==> src/alcp_pkg.sv <==
// constants and register layout of the input level control parameter block
//==========================================================================
package alcp_pkg;

    //==========================================================================
    // clock and timing
    localparam int unsigned CLK_HZ          = 40_000_000;
    localparam int unsigned CLK_PER_US      = CLK_HZ / 1_000_000;
    localparam int unsigned STEP_NORMAL_US  = 500;   // per-step time, normal mode
    localparam int unsigned STEP_LIMITER_US = 125;   // per-step time, limiter mode
    localparam int unsigned HOLD_TICK_US    = 1000;  // hold timer resolution, 1 ms
    localparam int unsigned STEP_NORMAL_CYC  = STEP_NORMAL_US * CLK_PER_US;
    localparam int unsigned STEP_LIMITER_CYC = STEP_LIMITER_US * CLK_PER_US;
    localparam int unsigned HOLD_TICK_CYC    = HOLD_TICK_US * CLK_PER_US;

    //==========================================================================
    // register indices (byte address = 4 * index)
    localparam logic [5:0] REG_CFG_IDX    = 6'h20;
    localparam logic [5:0] REG_TGT_IDX    = 6'h21;
    localparam logic [5:0] REG_MODE_IDX   = 6'h22;
    localparam logic [5:0] REG_STATUS_IDX = 6'h30;

    // field positions
    localparam int unsigned CH_SEL_LSB  = 7;   // level_control_config [8:7]
    localparam int unsigned CEIL_LSB    = 3;   // level_control_config [5:3]
    localparam int unsigned FLOOR_LSB   = 0;   // level_control_config [2:0]
    localparam int unsigned HOLD_LSB    = 4;   // level_control_target_hold [7:4]
    localparam int unsigned TARGET_LSB  = 0;   // level_control_target_hold [3:0]
    localparam int unsigned MODE_BIT    = 8;   // mode register [8]
    localparam int unsigned ST_GAIN_L   = 8;   // status [13:8] left gain
    localparam int unsigned ST_EXP_R    = 16;  // status [16] right hold expired
    localparam int unsigned ST_EXP_L    = 17;  // status [17] left hold expired

    // reset values
    localparam logic [8:0] CFG_RST  = 9'h038;
    localparam logic [8:0] TGT_RST  = 9'h00b;
    localparam logic [8:0] MODE_RST = 9'h000;
    localparam logic [5:0] GAIN_RST = 6'h10;   // 0 dB in 0.75 dB codes from -12 dB

    // gain and level encodings in 0.75 dB units; hold limits as a hold code and in ms
    localparam logic [5:0] CEIL_BASE       = 6'h07;  // -6.75 dB above -12 dB
    localparam logic [3:0] TARGET_CLAMP    = 4'he;   // 1110 and 1111 share -1.5 dBFS
    localparam logic [7:0] TARGET_ATT_BASE = 8'h1e;  // 22.5 dB below full scale
    localparam logic [3:0] HOLD_MAX_CODE   = 4'h9;   // 512 ms
    localparam logic [10:0] HOLD_CAP_MS    = 11'h3e8; // 1000 ms

endpackage : alcp_pkg

==> src/alcp_hold_timer.sv <==
// hold timer that gates automatic gain increase for one channel
`timescale 1ns/1ps
module alcp_hold_timer
(
    input  wire logic       i_sys_clk,
    input  wire logic       i_rst,
    input  wire logic       i_ms_tick,
    input  wire logic       i_restart,
    input  wire logic [3:0] i_hold_code,
    output logic            o_expired
);
    import alcp_pkg::*;

    typedef struct packed {
        logic [10:0] ms_cnt;
        logic        expired;
    } alcp_hold_state_s;

    alcp_hold_state_s q;
    alcp_hold_state_s d;
    logic [10:0]      limit_ms;

    //==========================================================================
    // hold code to milliseconds: 0, then doubling from 2 ms, capped at 1000 ms
    function automatic logic [10:0] hold_ms(input logic [3:0] code);
        logic [10:0] r;
        r = 11'h000;
        if (code > HOLD_MAX_CODE)
            r = HOLD_CAP_MS;
        else if (code != 4'h0)
            r = 11'h001 << code;
        return r;
    endfunction : hold_ms

    //==========================================================================
    // ms ticks run free, so a hold may end up to 1 ms early; cheaper than a
    // private divider per channel
    always_comb
    begin
        limit_ms = hold_ms(i_hold_code);
        d        = q;
        if (i_restart)
        begin
            d.ms_cnt  = 11'h000;
            d.expired = (limit_ms == 11'h000);
        end
        else if (!q.expired && i_ms_tick)
        begin
            d.ms_cnt  = 11'(q.ms_cnt + 11'h001);
            d.expired = (11'(q.ms_cnt + 11'h001) >= limit_ms);
        end
        else if (limit_ms == 11'h000)
        begin
            d.expired = 1'b1;
        end
    end

    // state register
    always_ff @(posedge i_sys_clk)
    begin
        if (i_rst)
            q <= '{ms_cnt: 11'h000, expired: 1'b1};
        else
            q <= d;
    end

    assign o_expired = q.expired;

endmodule : alcp_hold_timer

==> src/alcp_level_ctl.sv <==
// input level control: parameter registers on avalon-mm and gain stepping
`timescale 1ns/1ps
module alcp_level_ctl
#(
    parameter int unsigned STEP_NORMAL_CYCLES  = alcp_pkg::STEP_NORMAL_CYC,
    parameter int unsigned STEP_LIMITER_CYCLES = alcp_pkg::STEP_LIMITER_CYC,
    parameter int unsigned HOLD_TICK_CYCLES    = alcp_pkg::HOLD_TICK_CYC
)
(
    input  wire logic        i_sys_clk,
    input  wire logic        i_rst,
    input  wire logic [7:0]  i_avs_address,
    input  wire logic        i_avs_read,
    input  wire logic        i_avs_write,
    input  wire logic [31:0] i_avs_writedata,
    input  wire logic [3:0]  i_avs_byteenable,
    output logic [31:0]      o_avs_readdata,
    output logic             o_avs_waitrequest,
    input  wire logic [7:0]  i_level_right,
    input  wire logic [7:0]  i_level_left,
    output logic [5:0]       o_gain_right,
    output logic [5:0]       o_gain_left,
    output logic             o_alc_active_right,
    output logic             o_alc_active_left,
    output logic             o_limiter_mode
);
    import alcp_pkg::*;

    localparam logic [16:0] STEP_N_M1 = 17'(STEP_NORMAL_CYCLES - 1);
    localparam logic [16:0] STEP_L_M1 = 17'(STEP_LIMITER_CYCLES - 1);
    localparam logic [16:0] TICK_M1   = 17'(HOLD_TICK_CYCLES - 1);

    typedef struct packed {
        logic [8:0]  cfg;
        logic [8:0]  tgt;
        logic [8:0]  mode;
        logic        ack;
        logic [31:0] rdata;
        logic [5:0]  gain_r;
        logic [5:0]  gain_l;
        logic [16:0] step_cnt;
        logic [16:0] ms_cnt;
        logic        step_tick;
        logic        ms_tick;
    } alcp_state_s;

    localparam alcp_state_s STATE_RST = '{
        cfg: CFG_RST, tgt: TGT_RST, mode: MODE_RST, ack: 1'b0, rdata: 32'h0000_0000,
        gain_r: GAIN_RST, gain_l: GAIN_RST, step_cnt: 17'h00000, ms_cnt: 17'h00000,
        step_tick: 1'b0, ms_tick: 1'b0};

    alcp_state_s q;
    alcp_state_s d;
    logic        req;
    logic [5:0]  idx;
    logic [1:0]  en;
    logic [5:0]  ceil_c;
    logic [5:0]  floor_c;
    logic [5:0]  lo_eff;
    logic [7:0]  t_att;
    logic        loud_r;
    logic        loud_l;
    logic        quiet_r;
    logic        quiet_l;
    logic        exp_r;
    logic        exp_l;
    logic [16:0] step_lim;

    //==========================================================================
    // field decoders
    function automatic logic [5:0] ceil_code(input logic [2:0] c);
        return 6'(CEIL_BASE + {c, 3'b000});
    endfunction : ceil_code

    function automatic logic [5:0] floor_code(input logic [2:0] c);
        return {c, 3'b000};
    endfunction : floor_code

    // target as attenuation below full scale, 2 units per 1.5 dB code
    function automatic logic [7:0] target_att(input logic [3:0] code);
        logic [3:0] c;
        c = (code > TARGET_CLAMP) ? TARGET_CLAMP : code;
        return 8'(TARGET_ATT_BASE - {3'b000, c, 1'b0});
    endfunction : target_att

    // byte lane 0 carries bits 7:0, lane 1 carries bit 8
    function automatic logic [8:0] apply_be(input logic [8:0] old, input logic [31:0] w,
                                            input logic [3:0] be);
        logic [8:0] r;
        r = old;
        if (be[0])
            r[7:0] = w[7:0];
        if (be[1])
            r[8] = w[8];
        return r;
    endfunction : apply_be

    // one channel's next gain: clamp first, then one 0.75 dB step per tick
    function automatic logic [5:0] next_gain(input logic [5:0] g, input logic on,
                                             input logic [5:0] hi, input logic [5:0] lo,
                                             input logic loud, input logic quiet,
                                             input logic expired, input logic tick);
        logic [5:0] r;
        r = g;
        if (on)
        begin
            if (g > hi)
                r = hi;
            else if (g < lo)
                r = lo;
            else if (tick && loud && (g > lo))
                r = g - 6'h01;
            else if (tick && quiet && expired && (g < hi))
                r = g + 6'h01;
        end
        return r;
    endfunction : next_gain

    //==========================================================================
    // decoded parameters and level comparison
    assign en      = q.cfg[CH_SEL_LSB +: 2];
    assign ceil_c  = ceil_code(q.cfg[CEIL_LSB +: 3]);
    assign floor_c = floor_code(q.cfg[FLOOR_LSB +: 3]);
    // a floor set above the ceiling would make the clamps fight; ceiling wins
    assign lo_eff  = (floor_c > ceil_c) ? ceil_c : floor_c;
    assign t_att   = target_att(q.tgt[TARGET_LSB +: 4]);
    assign loud_r  = (i_level_right < t_att);
    assign loud_l  = (i_level_left < t_att);
    assign quiet_r = (i_level_right > t_att);
    assign quiet_l = (i_level_left > t_att);

    //==========================================================================
    // hold timers, restarted while the channel is off or not below target
    alcp_hold_timer u_hold_right
    (
        .i_sys_clk   (i_sys_clk),
        .i_rst       (i_rst),
        .i_ms_tick   (q.ms_tick),
        .i_restart   (!en[0] || !quiet_r),
        .i_hold_code (q.tgt[HOLD_LSB +: 4]),
        .o_expired   (exp_r)
    );

    alcp_hold_timer u_hold_left
    (
        .i_sys_clk   (i_sys_clk),
        .i_rst       (i_rst),
        .i_ms_tick   (q.ms_tick),
        .i_restart   (!en[1] || !quiet_l),
        .i_hold_code (q.tgt[HOLD_LSB +: 4]),
        .o_expired   (exp_l)
    );

    //==========================================================================
    // next state: timebases, bus slave, gain engine
    assign req = i_avs_read || i_avs_write;
    assign idx = i_avs_address[7:2];

    always_comb
    begin
        step_lim    = q.mode[MODE_BIT] ? STEP_L_M1 : STEP_N_M1;
        d           = q;
        d.step_tick = 1'b0;
        d.ms_tick   = 1'b0;
        // >= so a switch to the shorter limiter period never overruns
        if (q.step_cnt >= step_lim)
        begin
            d.step_cnt  = 17'h00000;
            d.step_tick = 1'b1;
        end
        else
        begin
            d.step_cnt = 17'(q.step_cnt + 17'h00001);
        end
        if (q.ms_cnt >= TICK_M1)
        begin
            d.ms_cnt  = 17'h00000;
            d.ms_tick = 1'b1;
        end
        else
        begin
            d.ms_cnt = 17'(q.ms_cnt + 17'h00001);
        end
        // first cycle of a request latches read data, second one answers
        d.ack = req && !q.ack;
        if (req && !q.ack)
        begin
            case (idx)
                REG_CFG_IDX:    d.rdata = {23'h000000, q.cfg};
                REG_TGT_IDX:    d.rdata = {23'h000000, q.tgt};
                REG_MODE_IDX:   d.rdata = {23'h000000, q.mode[MODE_BIT], 8'h00};
                REG_STATUS_IDX: d.rdata = {14'h0000, exp_l, exp_r, 2'b00, q.gain_l,
                                           2'b00, q.gain_r};
                default:        d.rdata = 32'h0000_0000;
            endcase
        end
        if (i_avs_write && q.ack)
        begin
            case (idx)
                REG_CFG_IDX:  d.cfg  = apply_be(q.cfg, i_avs_writedata, i_avs_byteenable);
                REG_TGT_IDX:  d.tgt  = apply_be(q.tgt, i_avs_writedata, i_avs_byteenable);
                REG_MODE_IDX: d.mode = apply_be(q.mode, i_avs_writedata, i_avs_byteenable)
                                       & 9'h100;
                default:      d.mode = q.mode;
            endcase
        end
        d.gain_r = next_gain(q.gain_r, en[0], ceil_c, lo_eff, loud_r, quiet_r, exp_r,
                             q.step_tick);
        d.gain_l = next_gain(q.gain_l, en[1], ceil_c, lo_eff, loud_l, quiet_l, exp_l,
                             q.step_tick);
    end

    // state register
    always_ff @(posedge i_sys_clk)
    begin
        if (i_rst)
            q <= STATE_RST;
        else
            q <= d;
    end

    //==========================================================================
    // outputs
    assign o_avs_waitrequest  = req && !q.ack;
    assign o_avs_readdata     = q.rdata;
    assign o_gain_right       = q.gain_r;
    assign o_gain_left        = q.gain_l;
    assign o_alc_active_right = en[0];
    assign o_alc_active_left  = en[1];
    assign o_limiter_mode     = q.mode[MODE_BIT];
endmodule : alcp_level_ctl

==> config.mk <==
export PLATFORM = sky130hd
export DESIGN_NAME = alcp_level_ctl
export DESIGN_NICKNAME = d
export VERILOG_FILES = /design/src/alcp_pkg.sv /design/src/alcp_hold_timer.sv /design/src/alcp_level_ctl.sv
export SDC_FILE = /design/constraint.sdc
export NUM_CORES = 1
export LEC_CHECK = 0
export ABC_AREA = 1
export BUFFER_PORTS_ARGS = -buffer_cell sky130_fd_sc_hd__buf_2
export CAP_MARGIN = 40
export CORE_ASPECT_RATIO = 0.7
export CORE_MARGIN = 4
export CORE_UTILIZATION = 35
export CTS_BUF_LIST = sky130_fd_sc_hd__clkbuf_8 sky130_fd_sc_hd__clkbuf_16
export DETAILED_ROUTE_END_ITERATION = 7
export PLACE_DENSITY = 0.5
export SLEW_MARGIN = 15
export SYNTH_ARGS = -nofsm -noshare
export SYNTH_HDL_FRONTEND = slang
export SYNTH_HIERARCHICAL = 1
export SYNTH_SLANG_ARGS = --single-unit
==> constraint.sdc <==
create_clock -name i_sys_clk -period 4 [get_ports i_sys_clk]
set_input_delay 1.2 -clock i_sys_clk [delete_from_list [all_inputs] [get_ports i_sys_clk]]
set_output_delay 1.2 -clock i_sys_clk [all_outputs]
set_load 0.005 [all_outputs]
==> flow_summary.json, run 1 <==
{
  "gp_congestion": 0.830,
  "grt_usage": 0.165,
  "finalMaxSlewViolations": 0,
  "clock_latency_ns": 0.36,
  "ys_types": 44,
  "num_rows": 45,
  "rsz0062_at_grt": "false",
  "synth_xor_xnor_area_share": 0.0349,
  "power_density_nw_per_um2": 260,
  "syn_to_final_growth_pct": 9.53,
  "holdCritPathClass": "flop to flop",
  "cts.path.max_buffers": 2,
  "cts.hold.buffers_added": 0,
  "path_max_fanout": 5,
  "cp.required_ns": 4.25,
  "hold_viol": 0,
  "gr-total-overflow": 0,
  "final_common_cell": "nand2_1",
  "drive_above_1_share": 0.127,
  "wl_per_cell_um": 13.6,
  "synthSimpleGateAreaFrac": 0.331,
  "fin_worst_skew_ns": 0.0113,
  "min_period_ns": 3.59,
  "post_cts_buffers": 0,
  "fillerInstances": 2343,
  "worst_pin_slew_ns": 0.763,
  "synth_ff_type": "dfxtp_1",
  "cp_common_cell": "nand2_1",
  "start_kind": "primary input",
  "drt-initial-drc-count": 392,
  "status": "complete, no violations",
  "fin_util": 0.391,
  "fin_cells": 1479,
  "cts_inserted_buffers": 9,
  "first_global_vias": 6270,
  "finalWorstSetupSlack_ns": 0.413,
  "synth_top_family_by_area": "simple AND/OR/NAND/NOR gates",
  "cts_htree_levels": 3,
  "num_io_pins": 112,
  "post-place-ws_ns": 0.0573,
  "synthArstFlopShare": 0,
  "finalCritPeriodShare": 0.897,
  "placed_cells": 1463,
  "hold-worst-slack_ns": 0.451,
  "irDropWorstVdd_mv": 0.223,
  "synth_warnings": 6,
  "drcViolationCount": 0,
  "syn_area_um2": 7780,
  "initial_core_util": 0.357,
  "slowest_delay_ns": 0.29,
  "path_cells": "buf_2, ha_1, a21oi_1, o21ai_0, nand2_1, nand3b_1, nor2_1, nand2_1, a21oi_1, buf_4, ha_1, nand2_1, nand2_1, nand2_1, nand3_1, xor2_1, nand3_1, nand2_1, nor2_1, nor2_1, nor2_1, nor2_1",
  "max_freq_ghz": 0.279,
  "critPathKind": "primary input to flop",
  "fp.dieH_um": 133,
  "core_um2": 21800,
  "dr.pass1.iters": 5,
  "tns_ns": 0,
  "max_cap_violations": 0,
  "layout_common_cells": "nand2_1 (242), inv_1 (146), nor2_1 (134), dfxtp_1 (108), nand3_1 (85)",
  "vias_per_cell": 4.73,
  "synthMuxAreaShare": 0,
  "cp.arrival_ns": 3.84,
  "leakagePower_nw": 4.17,
  "slew_headroom": 0.489,
  "cts.repair.resized": 0,
  "port_buffers": 68,
  "ant_nets": 0,
  "critical-path-slowest-cell": "ha_1",
  "ys_seq_area_frac": 0.278,
  "cts_root_buffer": "clkbuf_16",
  "grt_pass1_wl_um": 32800,
  "crit_start": "i_level_right[3]",
  "finalSetupViolCount": 0,
  "worstHoldStart": "q[2]$_SDFF_PP0_",
  "grt_max_degree": 25,
  "synth_edf_count": 0,
  "routed_wl_um": 20200,
  "diodes": 0,
  "cts.sinks": 108,
  "path_delay_family": "simple AND/OR/NAND/NOR gates",
  "syn_inst": 1148,
  "syn_avg_cell_area_um2": 6.78,
  "final_nets": 1325,
  "dp.final_hpwl_um": 16100,
  "vias": 6990,
  "crit_buf_inv": 2,
  "clk_pin_slew_ns": 0.08,
  "cp-end-kind": "flop",
  "synthAdderAreaFrac": 0.113,
  "die_w_um": 186,
  "synth-compound-area-share": 0.109,
  "ys_ff_latch": 108,
  "antenna_found_initial": 0,
  "timing.rr.start": "q[104]$_SDFFE_PP1P_",
  "cts_tree": "built",
  "dieArea_um2": 24700
}
[sequential cells by signal, indices dropped and copies added, names as in the netlist]
signal and cells:
o_avs_readdata 16, q 50, o_gain_left 6, o_gain_right 6, o_alc_active_right 1, o_alc_active_left 1, u_hold_right/o_expired 1, u_hold_left/q 11
u_hold_right/q 11, o_limiter_mode 1, floor_c 3, u_hold_left/o_expired 1
[layer usage]
metal	GRT usage	part of all wire	up-vias
met2	0.222	0.38	126
met1	0.270	0.56	3118
met5	0	0	-
li1	-	-	3739
met3	0.0338	0.058	7
met4	0.0218	0.0048	0
[synth_stat cells, types with 5 or more instances]
| cell | count | area share |
|---|---|---|
| nor2_4 | 7 | 0.010 |
| inv_2 | 11 | 0.0053 |
| nor2_1 | 134 | 0.065 |
| xor2_1 | 26 | 0.029 |
| o21ai_0 | 42 | 0.027 |
| nor3b_1 | 8 | 0.0077 |
| dfxtp_1 | 108 | 0.28 |
| o21ai_1 | 10 | 0.0064 |
| nand2_1 | 242 | 0.12 |
| a21oi_1 | 70 | 0.045 |
| nand3_1 | 85 | 0.055 |
| o211ai_1 | 5 | 0.0048 |
| a22oi_1 | 6 | 0.0058 |
| nand2_2 | 12 | 0.0096 |
| clkbuf_1 | 15 | 0.0072 |
| o21bai_1 | 5 | 0.0048 |
| conb_1 | 5 | 0.0024 |
| nand3_2 | 7 | 0.0090 |
| inv_1 | 146 | 0.070 |
| nand4_1 | 23 | 0.018 |
| xnor2_1 | 5 | 0.0056 |
| nor3_1 | 19 | 0.012 |
| buf_4 | 44 | 0.042 |
| ha_1 | 67 | 0.11 |
[layout make-up]
class | instances | area (um^2) | share of cell area
multi-input combinational | 835 | 4660 | 0.546
sequential | 108 | 2160 | 0.254
inverter | 159 | 597 | 0.0700
timing repair buffer | 79 | 423 | 0.0496
tap | 282 | 353 | 0.0414
clock buffer | 9 | 225 | 0.0264
clock inverter | 7 | 109 | 0.0128
[power breakdown]
group	internal (mW)	leakage, nW	switching [mW]
sequential	1.08	0.873	0.00759
combinational	0.0413	3.13	0.0734
clock	0.561	0.161	0.450
total	1.69	4.17	0.531
[logic make-up (layout without fill, tap and decap cells)]
| logic type | after synthesis | after routing |
|---|---|---|
| AND/OR/NAND/NOR | 560 | 560 |
| buffers and inverters | 222 | 254 |
| AO/OA/AOI/OAI | 153 | 153 |
| flip-flops | 108 | 108 |
| adder cells (fa/ha/maj) | 69 | 69 |
| XOR/XNOR | 31 | 31 |
| other | 5 | 22 |
[stage by stage]
| step | cell area [um^2] | power, mW |
|---|---|---|
| floorplan | 7850 | 1.20 |
| global placement | 8190 | 1.23 |
| detailed placement | 8190 | 1.23 |
| CTS | 8520 | 2.26 |
| global route | 8520 | 2.31 |
| finish | 8520 | 2.22 |
[worst paths after layout]
path,to,slack (ns),depth (start not counted)
max reg2reg,o_gain_left[5]$_SDFFE_PP0P_,0.46,25
min reg2reg,q[2]$_SDFF_PP0_,0.45,1
min,q[2]$_SDFF_PP0_,0.45,1
max,o_gain_right[5]$_SDFFE_PP0P_,0.41,22
No activity file was read; power rests on OpenSTA's default activity.
==> inputs of run 2 (changes only) <==
- GPL_ROUTABILITY_DRIVEN: not set -> 0
- PLACE_DENSITY: 0.5 -> not set
- PLACE_DENSITY_LB_ADDON: not set -> 0.2
==> run 2 against run 1 <==
Compared with the run above: final area is 0.82% higher; highest routed layer unchanged; worst hold slack worse by 0.0028 ns; global-route usage is 0.21 points lower; final cell count is 0.81% higher; power is 1.8% lower; flip-flop and latch count stayed put; die area stayed put.
==> flow_summary.json, run 2 (synthesis gave the netlist of run 1 again) <==
{
  "status": "complete, no violations",
  "antenna_found_initial": 0,
  "port_buffers": 68,
  "clk_pin_slew_ns": 0.08,
  "layout_common_cells": "nand2_1 (242), inv_1 (146), nor2_1 (134), dfxtp_1 (108), nand3_1 (85)",
  "cts_root_buffer": "clkbuf_16",
  "syn_to_final_growth_pct": 10.4,
  "grt_max_degree": 36,
  "dieArea_um2": 24700,
  "vias": 7102,
  "final_nets": 1337,
  "critPathKind": "primary input to flop",
  "dp.final_hpwl_um": 15900,
  "num_rows": 45,
  "holdCritPathClass": "flop to flop",
  "cts.sinks": 108,
  "grt_pass1_wl_um": 32100,
  "num_io_pins": 112,
  "irDropWorstVdd_mv": 0.208,
  "rsz0062_at_grt": "false",
  "core_um2": 21800,
  "drcViolationCount": 0,
  "wl_per_cell_um": 13.6,
  "cp-end-kind": "flop",
  "drt-initial-drc-count": 467,
  "power_density_nw_per_um2": 253,
  "ant_nets": 0,
  "first_global_vias": 6050,
  "largest_reg_flops": 50,
  "die_w_um": 186,
  "max_cap_violations": 0,
  "cts.path.max_buffers": 2,
  "post_cts_buffers": 0,
  "fp.dieH_um": 133,
  "path_max_fanout": 5,
  "fin_worst_skew_ns": 0.0130,
  "cp.required_ns": 4.28,
  "cts_inserted_buffers": 9,
  "cp.arrival_ns": 3.84,
  "hold_viol": 0,
  "register_area_um2": 2160,
  "cts_htree_levels": 3,
  "clock_latency_ns": 0.38,
  "finalSetupViolCount": 0,
  "leakagePower_nw": 4.22,
  "fillerInstances": 2388,
  "cts_tree": "built",
  "finalMaxSlewViolations": 0,
  "min_period_ns": 3.56,
  "finalWorstSetupSlack_ns": 0.436,
  "slew_headroom": 0.557,
  "regMostFlops": "q",
  "cts.hold.buffers_added": 0,
  "multi_input_comb_area_um2": 4660,
  "dr.pass1.iters": 5,
  "diodes": 0,
  "final_common_cell": "nand2_1",
  "worst_pin_slew_ns": 0.662,
  "initial_core_util": 0.357,
  "start_kind": "primary input",
  "tns_ns": 0,
  "vias_per_cell": 4.76,
  "gr-total-overflow": 0,
  "cts.repair.resized": 0,
  "max_freq_ghz": 0.281,
  "grt_usage": 0.163,
  "routed_wl_um": 20300,
  "finalCritPeriodShare": 0.891,
  "post-place-ws_ns": 0.0163,
  "drive_above_1_share": 0.136
}
run 2: changes by cell type in the layout (fill, tap and decap cells not counted):
| cell | delta |
|---|---|
| clkinv_2 | -1 |
| inv_12 | +1 |
| bufinv_16 | -2 |
| buf_4 | +12 |
| clkinv_4 | +1 |
| clkinv_8 | +1 |
| clkinvlp_4 | -1 |
| inv_8 | +1 |
run 2: power breakdown:
group / total [mW] / internal [mW] / switching, mW / leakage (nW)
registers: 1.09 / 1.08 / 0.00759 / 0.873
logic: 0.116 / 0.0432 / 0.0730 / 3.19
clock network: 0.970 / 0.456 / 0.514 / 0.153
run 2: worst max-delay path, cell delays in order:
cell and delay (ns):
buf_2 0.10, ha_1 0.29, a21oi_1 0.21, o21ai_0 0.13, nand2_1 0.07, nand3b_1 0.13
nor2_1 0.17, nand2_1 0.09, a21oi_1 0.12, buf_4 0.16, ha_1 0.27, nand2_1 0.09
nand2_1 0.06, nand2_1 0.06, nand3_1 0.12, xor2_1 0.18, nand3_1 0.09, nand2_1 0.05
nor2_1 0.09, nor2_1 0.05, nor2_1 0.08, nor2_1 0.04
run 2: worst paths after layout:
check	from	end	slack (ns)	cells past startpoint
min reg2reg	q[2]$_SDFF_PP0_	q[2]$_SDFF_PP0_	0.45	1
min	q[2]$_SDFF_PP0_	q[2]$_SDFF_PP0_	0.45	1
max reg2reg	q[104]$_SDFFE_PP1P_	o_gain_right[5]$_SDFFE_PP0P_	0.45	25
max	i_level_right[3]	o_gain_right[5]$_SDFFE_PP0P_	0.44	22
run 2: metrics by stage:
step                std cells  power, mW  hold slack, ns  utilization  cell area, um^2
detailed placement       1475       1.23           0.439        0.380             8280
global placement         1475       1.23           0.433        0.380             8280
CTS                      1491       2.21           0.456        0.394             8590
finish                   1491       2.18           0.448        0.394             8590
floorplan                1165       1.20           0.418            -             7850
global route             1491       2.27           0.476        0.394             8590
run 2: cell type report:
cell class	instances	share of cell area
Multi-Input combinational cell	835	0.542
Tap cell	282	0.0411
Clock inverter	7	0.0103
Clock buffer	9	0.0262
Inverter	159	0.0694
Sequential cell	108	0.252
Timing Repair Buffer	91	0.0597
run 2: per-layer routing:
metal	up-vias	GRT usage	share of wire
met5	-	0	0
met4	0	0.0243	0.0069
met3	10	0.0357	0.060
li1	3772	-	-
met1	3149	0.270	0.55
met2	171	0.212	0.39
==> inputs of run 3 (changes only) <==
- CORE_UTILIZATION: 35 -> 45
- CTS_CLUSTER_DIAMETER: not set -> 30
- clock period: 4 -> 3 ns (I/O delays scaled with it)
==> run 3 against run 2 <==
Compared with the run above: the flow now finishes with violations (negative setup slack); final area grew 7.1%; flip-flop and latch count did not move; clock power up 22%; critical path depth is 1 higher; non-clock buffer count is 40 higher; final cell count shrank 1.1%; clock skew shrank 0.0018 ns; sequential power grew 34%; largest cell class unchanged; largest power group unchanged.
==> flow_summary.json, run 3 (synthesis gave the netlist of run 1 again) <==
{
  "ant_nets": 0,
  "vias": 7264,
  "rr_worst_depth": 23,
  "port_buffers": 68,
  "core_um2": 16600,
  "wl_per_cell_um": 13.5,
  "routed_wl_um": 19900,
  "irDropWorstVdd_mv": 0.258,
  "finalMaxSlewViolations": 0,
  "cts.sinks": 108,
  "power_density_nw_per_um2": 304,
  "finalWorstSetupSlack_ns": -0.158,
  "regMostFlops": "q",
  "dp.final_hpwl_um": 15700,
  "vias_per_cell": 4.93,
  "drive_above_1_share": 0.211,
  "leakagePower_nw": 4.42,
  "critPathKind": "flop to flop",
  "clk_pin_slew_ns": 0.08,
  "largest_reg_flops": 50,
  "cts.hold.buffers_added": 0,
  "slew_headroom": 0.553,
  "rsz0062_at_grt": "true",
  "grt_max_degree": 30,
  "placed_area_um2": 8720,
  "first_global_vias": 6611,
  "hold_viol": 0,
  "dr.pass1.iters": 5,
  "die_w_um": 165,
  "layout_common_cells": "nand2_1 (234), inv_1 (138), nor2_1 (130), dfxtp_1 (105), nand3_1 (77)",
  "syn_to_final_growth_pct": 18.2,
  "path_max_fanout": 6,
  "cts.path.max_buffers": 2,
  "drt-initial-drc-count": 527,
  "cts_tree": "built",
  "holdPathStages": 2,
  "holdCritPathClass": "flop to flop",
  "power.total_mw": 2.80,
  "grt_usage": 0.207,
  "violations": "negative setup slack",
  "design_area_um2": 9200,
  "placed_cells": 1449,
  "cp-end-kind": "flop",
  "cts_inserted_buffers": 9,
  "fin_cells": 1474,
  "diodes": 0,
  "finalSetupViolCount": 7,
  "finalCritPeriodShare": 1.05,
  "cts_root_buffer": "clkbuf_16",
  "num_rows": 39,
  "worst_pin_slew_ns": 0.669,
  "status": "finished with violations",
  "min_period_ns": 3.16,
  "fillerInstances": 1615,
  "fin_worst_skew_ns": 0.0113,
  "fp.dieH_um": 118,
  "final_common_cell": "nand2_1",
  "antenna_found_initial": 0,
  "start_kind": "flop",
  "gr-total-overflow": 0,
  "clock_latency_ns": 0.36,
  "hold-worst-slack_ns": 0.457,
  "drcViolationCount": 0,
  "final_nets": 1377,
  "cp.arrival_ns": 3.46,
  "grt_pass1_wl_um": 32900,
  "dieArea_um2": 19500,
  "max_freq_ghz": 0.317,
  "initial_core_util": 0.468,
  "cts_htree_levels": 3,
  "num_io_pins": 112,
  "fin_util": 0.553,
  "cp.required_ns": 3.31,
  "max_cap_violations": 0
}
## run 3: cell types whose count changed in the layout (fill, tap and decap cells not counted), sizes merged
cell and change:
buf +40, clkinv -2, clkinvlp +1, clkbuf +1
## run 3: metrics by stage
stage | setup slack (ns) | setup TNS (ns)
detailed placement | -0.453 | -3.04
global placement | -0.428 | -2.92
finish | -0.158 | -0.653
CTS | -0.115 | -0.433
floorplan | -0.0826 | -0.232
global route | -0.432 | -2.62
## run 3: metal layers
layer | global-route usage | vias to the layer above | part of all wire
li1 | - | 3844 | -
met3 | 0.0466 | 16 | 0.065
met1 | 0.327 | 3236 | 0.53
met5 | 0 | - | 0
met4 | 0.0327 | 0 | 0.0089
met2 | 0.287 | 168 | 0.39
## run 3: critical path, cell delays in order (launching register included)
cell     delay [ns]
dfxtp_2        0.34
inv_2          0.05
ha_4           0.28
nand2_1        0.05
inv_1          0.05
nand2_2        0.07
nand2_4        0.15
inv_6          0.07
ha_4           0.27
nand2_4        0.04
nor2_4         0.17
nand3_4        0.10
a21oi_4        0.21
buf_12         0.14
ha_4           0.20
a21oi_1        0.17
nand3_2        0.10
xor2_1         0.19
inv_1          0.07
nand3_2        0.06
nand2_2        0.05
a21oi_2        0.12
nor2_1         0.05
nor2_1         0.08
## run 3: final cells by class
cell class                      instances  area (um^2)  area share
Clock buffer                           10          239      0.0260
Tap cell                              225          282      0.0306
Clock inverter                          6         45.0     0.00489
Sequential cell                       108         2170       0.235
Multi-Input combinational cell        835         5010       0.545
Timing Repair Buffer                  131          858      0.0933
Inverter                              159          602      0.0654
## run 3: power breakdown
| part | leakage (nW) | internal (mW) | switching (mW) |
|---|---|---|---|
| combinational | 3.41 | 0.0658 | 0.104 |
| clock | 0.143 | 0.595 | 0.581 |
| sequential | 0.873 | 1.45 | 0.0101 |
| total | 4.42 | 2.11 | 0.695 |
## run 3: final timing paths
kind                       start  slack (ns)                          end
max reg2reg  q[104]$_SDFFE_PP1P_       -0.16  o_gain_left[5]$_SDFFE_PP0P_
min          q[105]$_SDFFE_PP0P_        0.46          q[105]$_SDFFE_PP0P_
min reg2reg  q[105]$_SDFFE_PP0P_        0.46          q[105]$_SDFFE_PP0P_
max          q[104]$_SDFFE_PP1P_       -0.16  o_gain_left[5]$_SDFFE_PP0P_
## run 3: timing repair
| item | in CTS | in global routing |
|---|---|---|
| setup buffers | 7 | 2 |
| pin swaps | 33 | 20 |
| endpoints found under the setup margin | 8 | 9 |
| resized for setup | 20 | 14 |
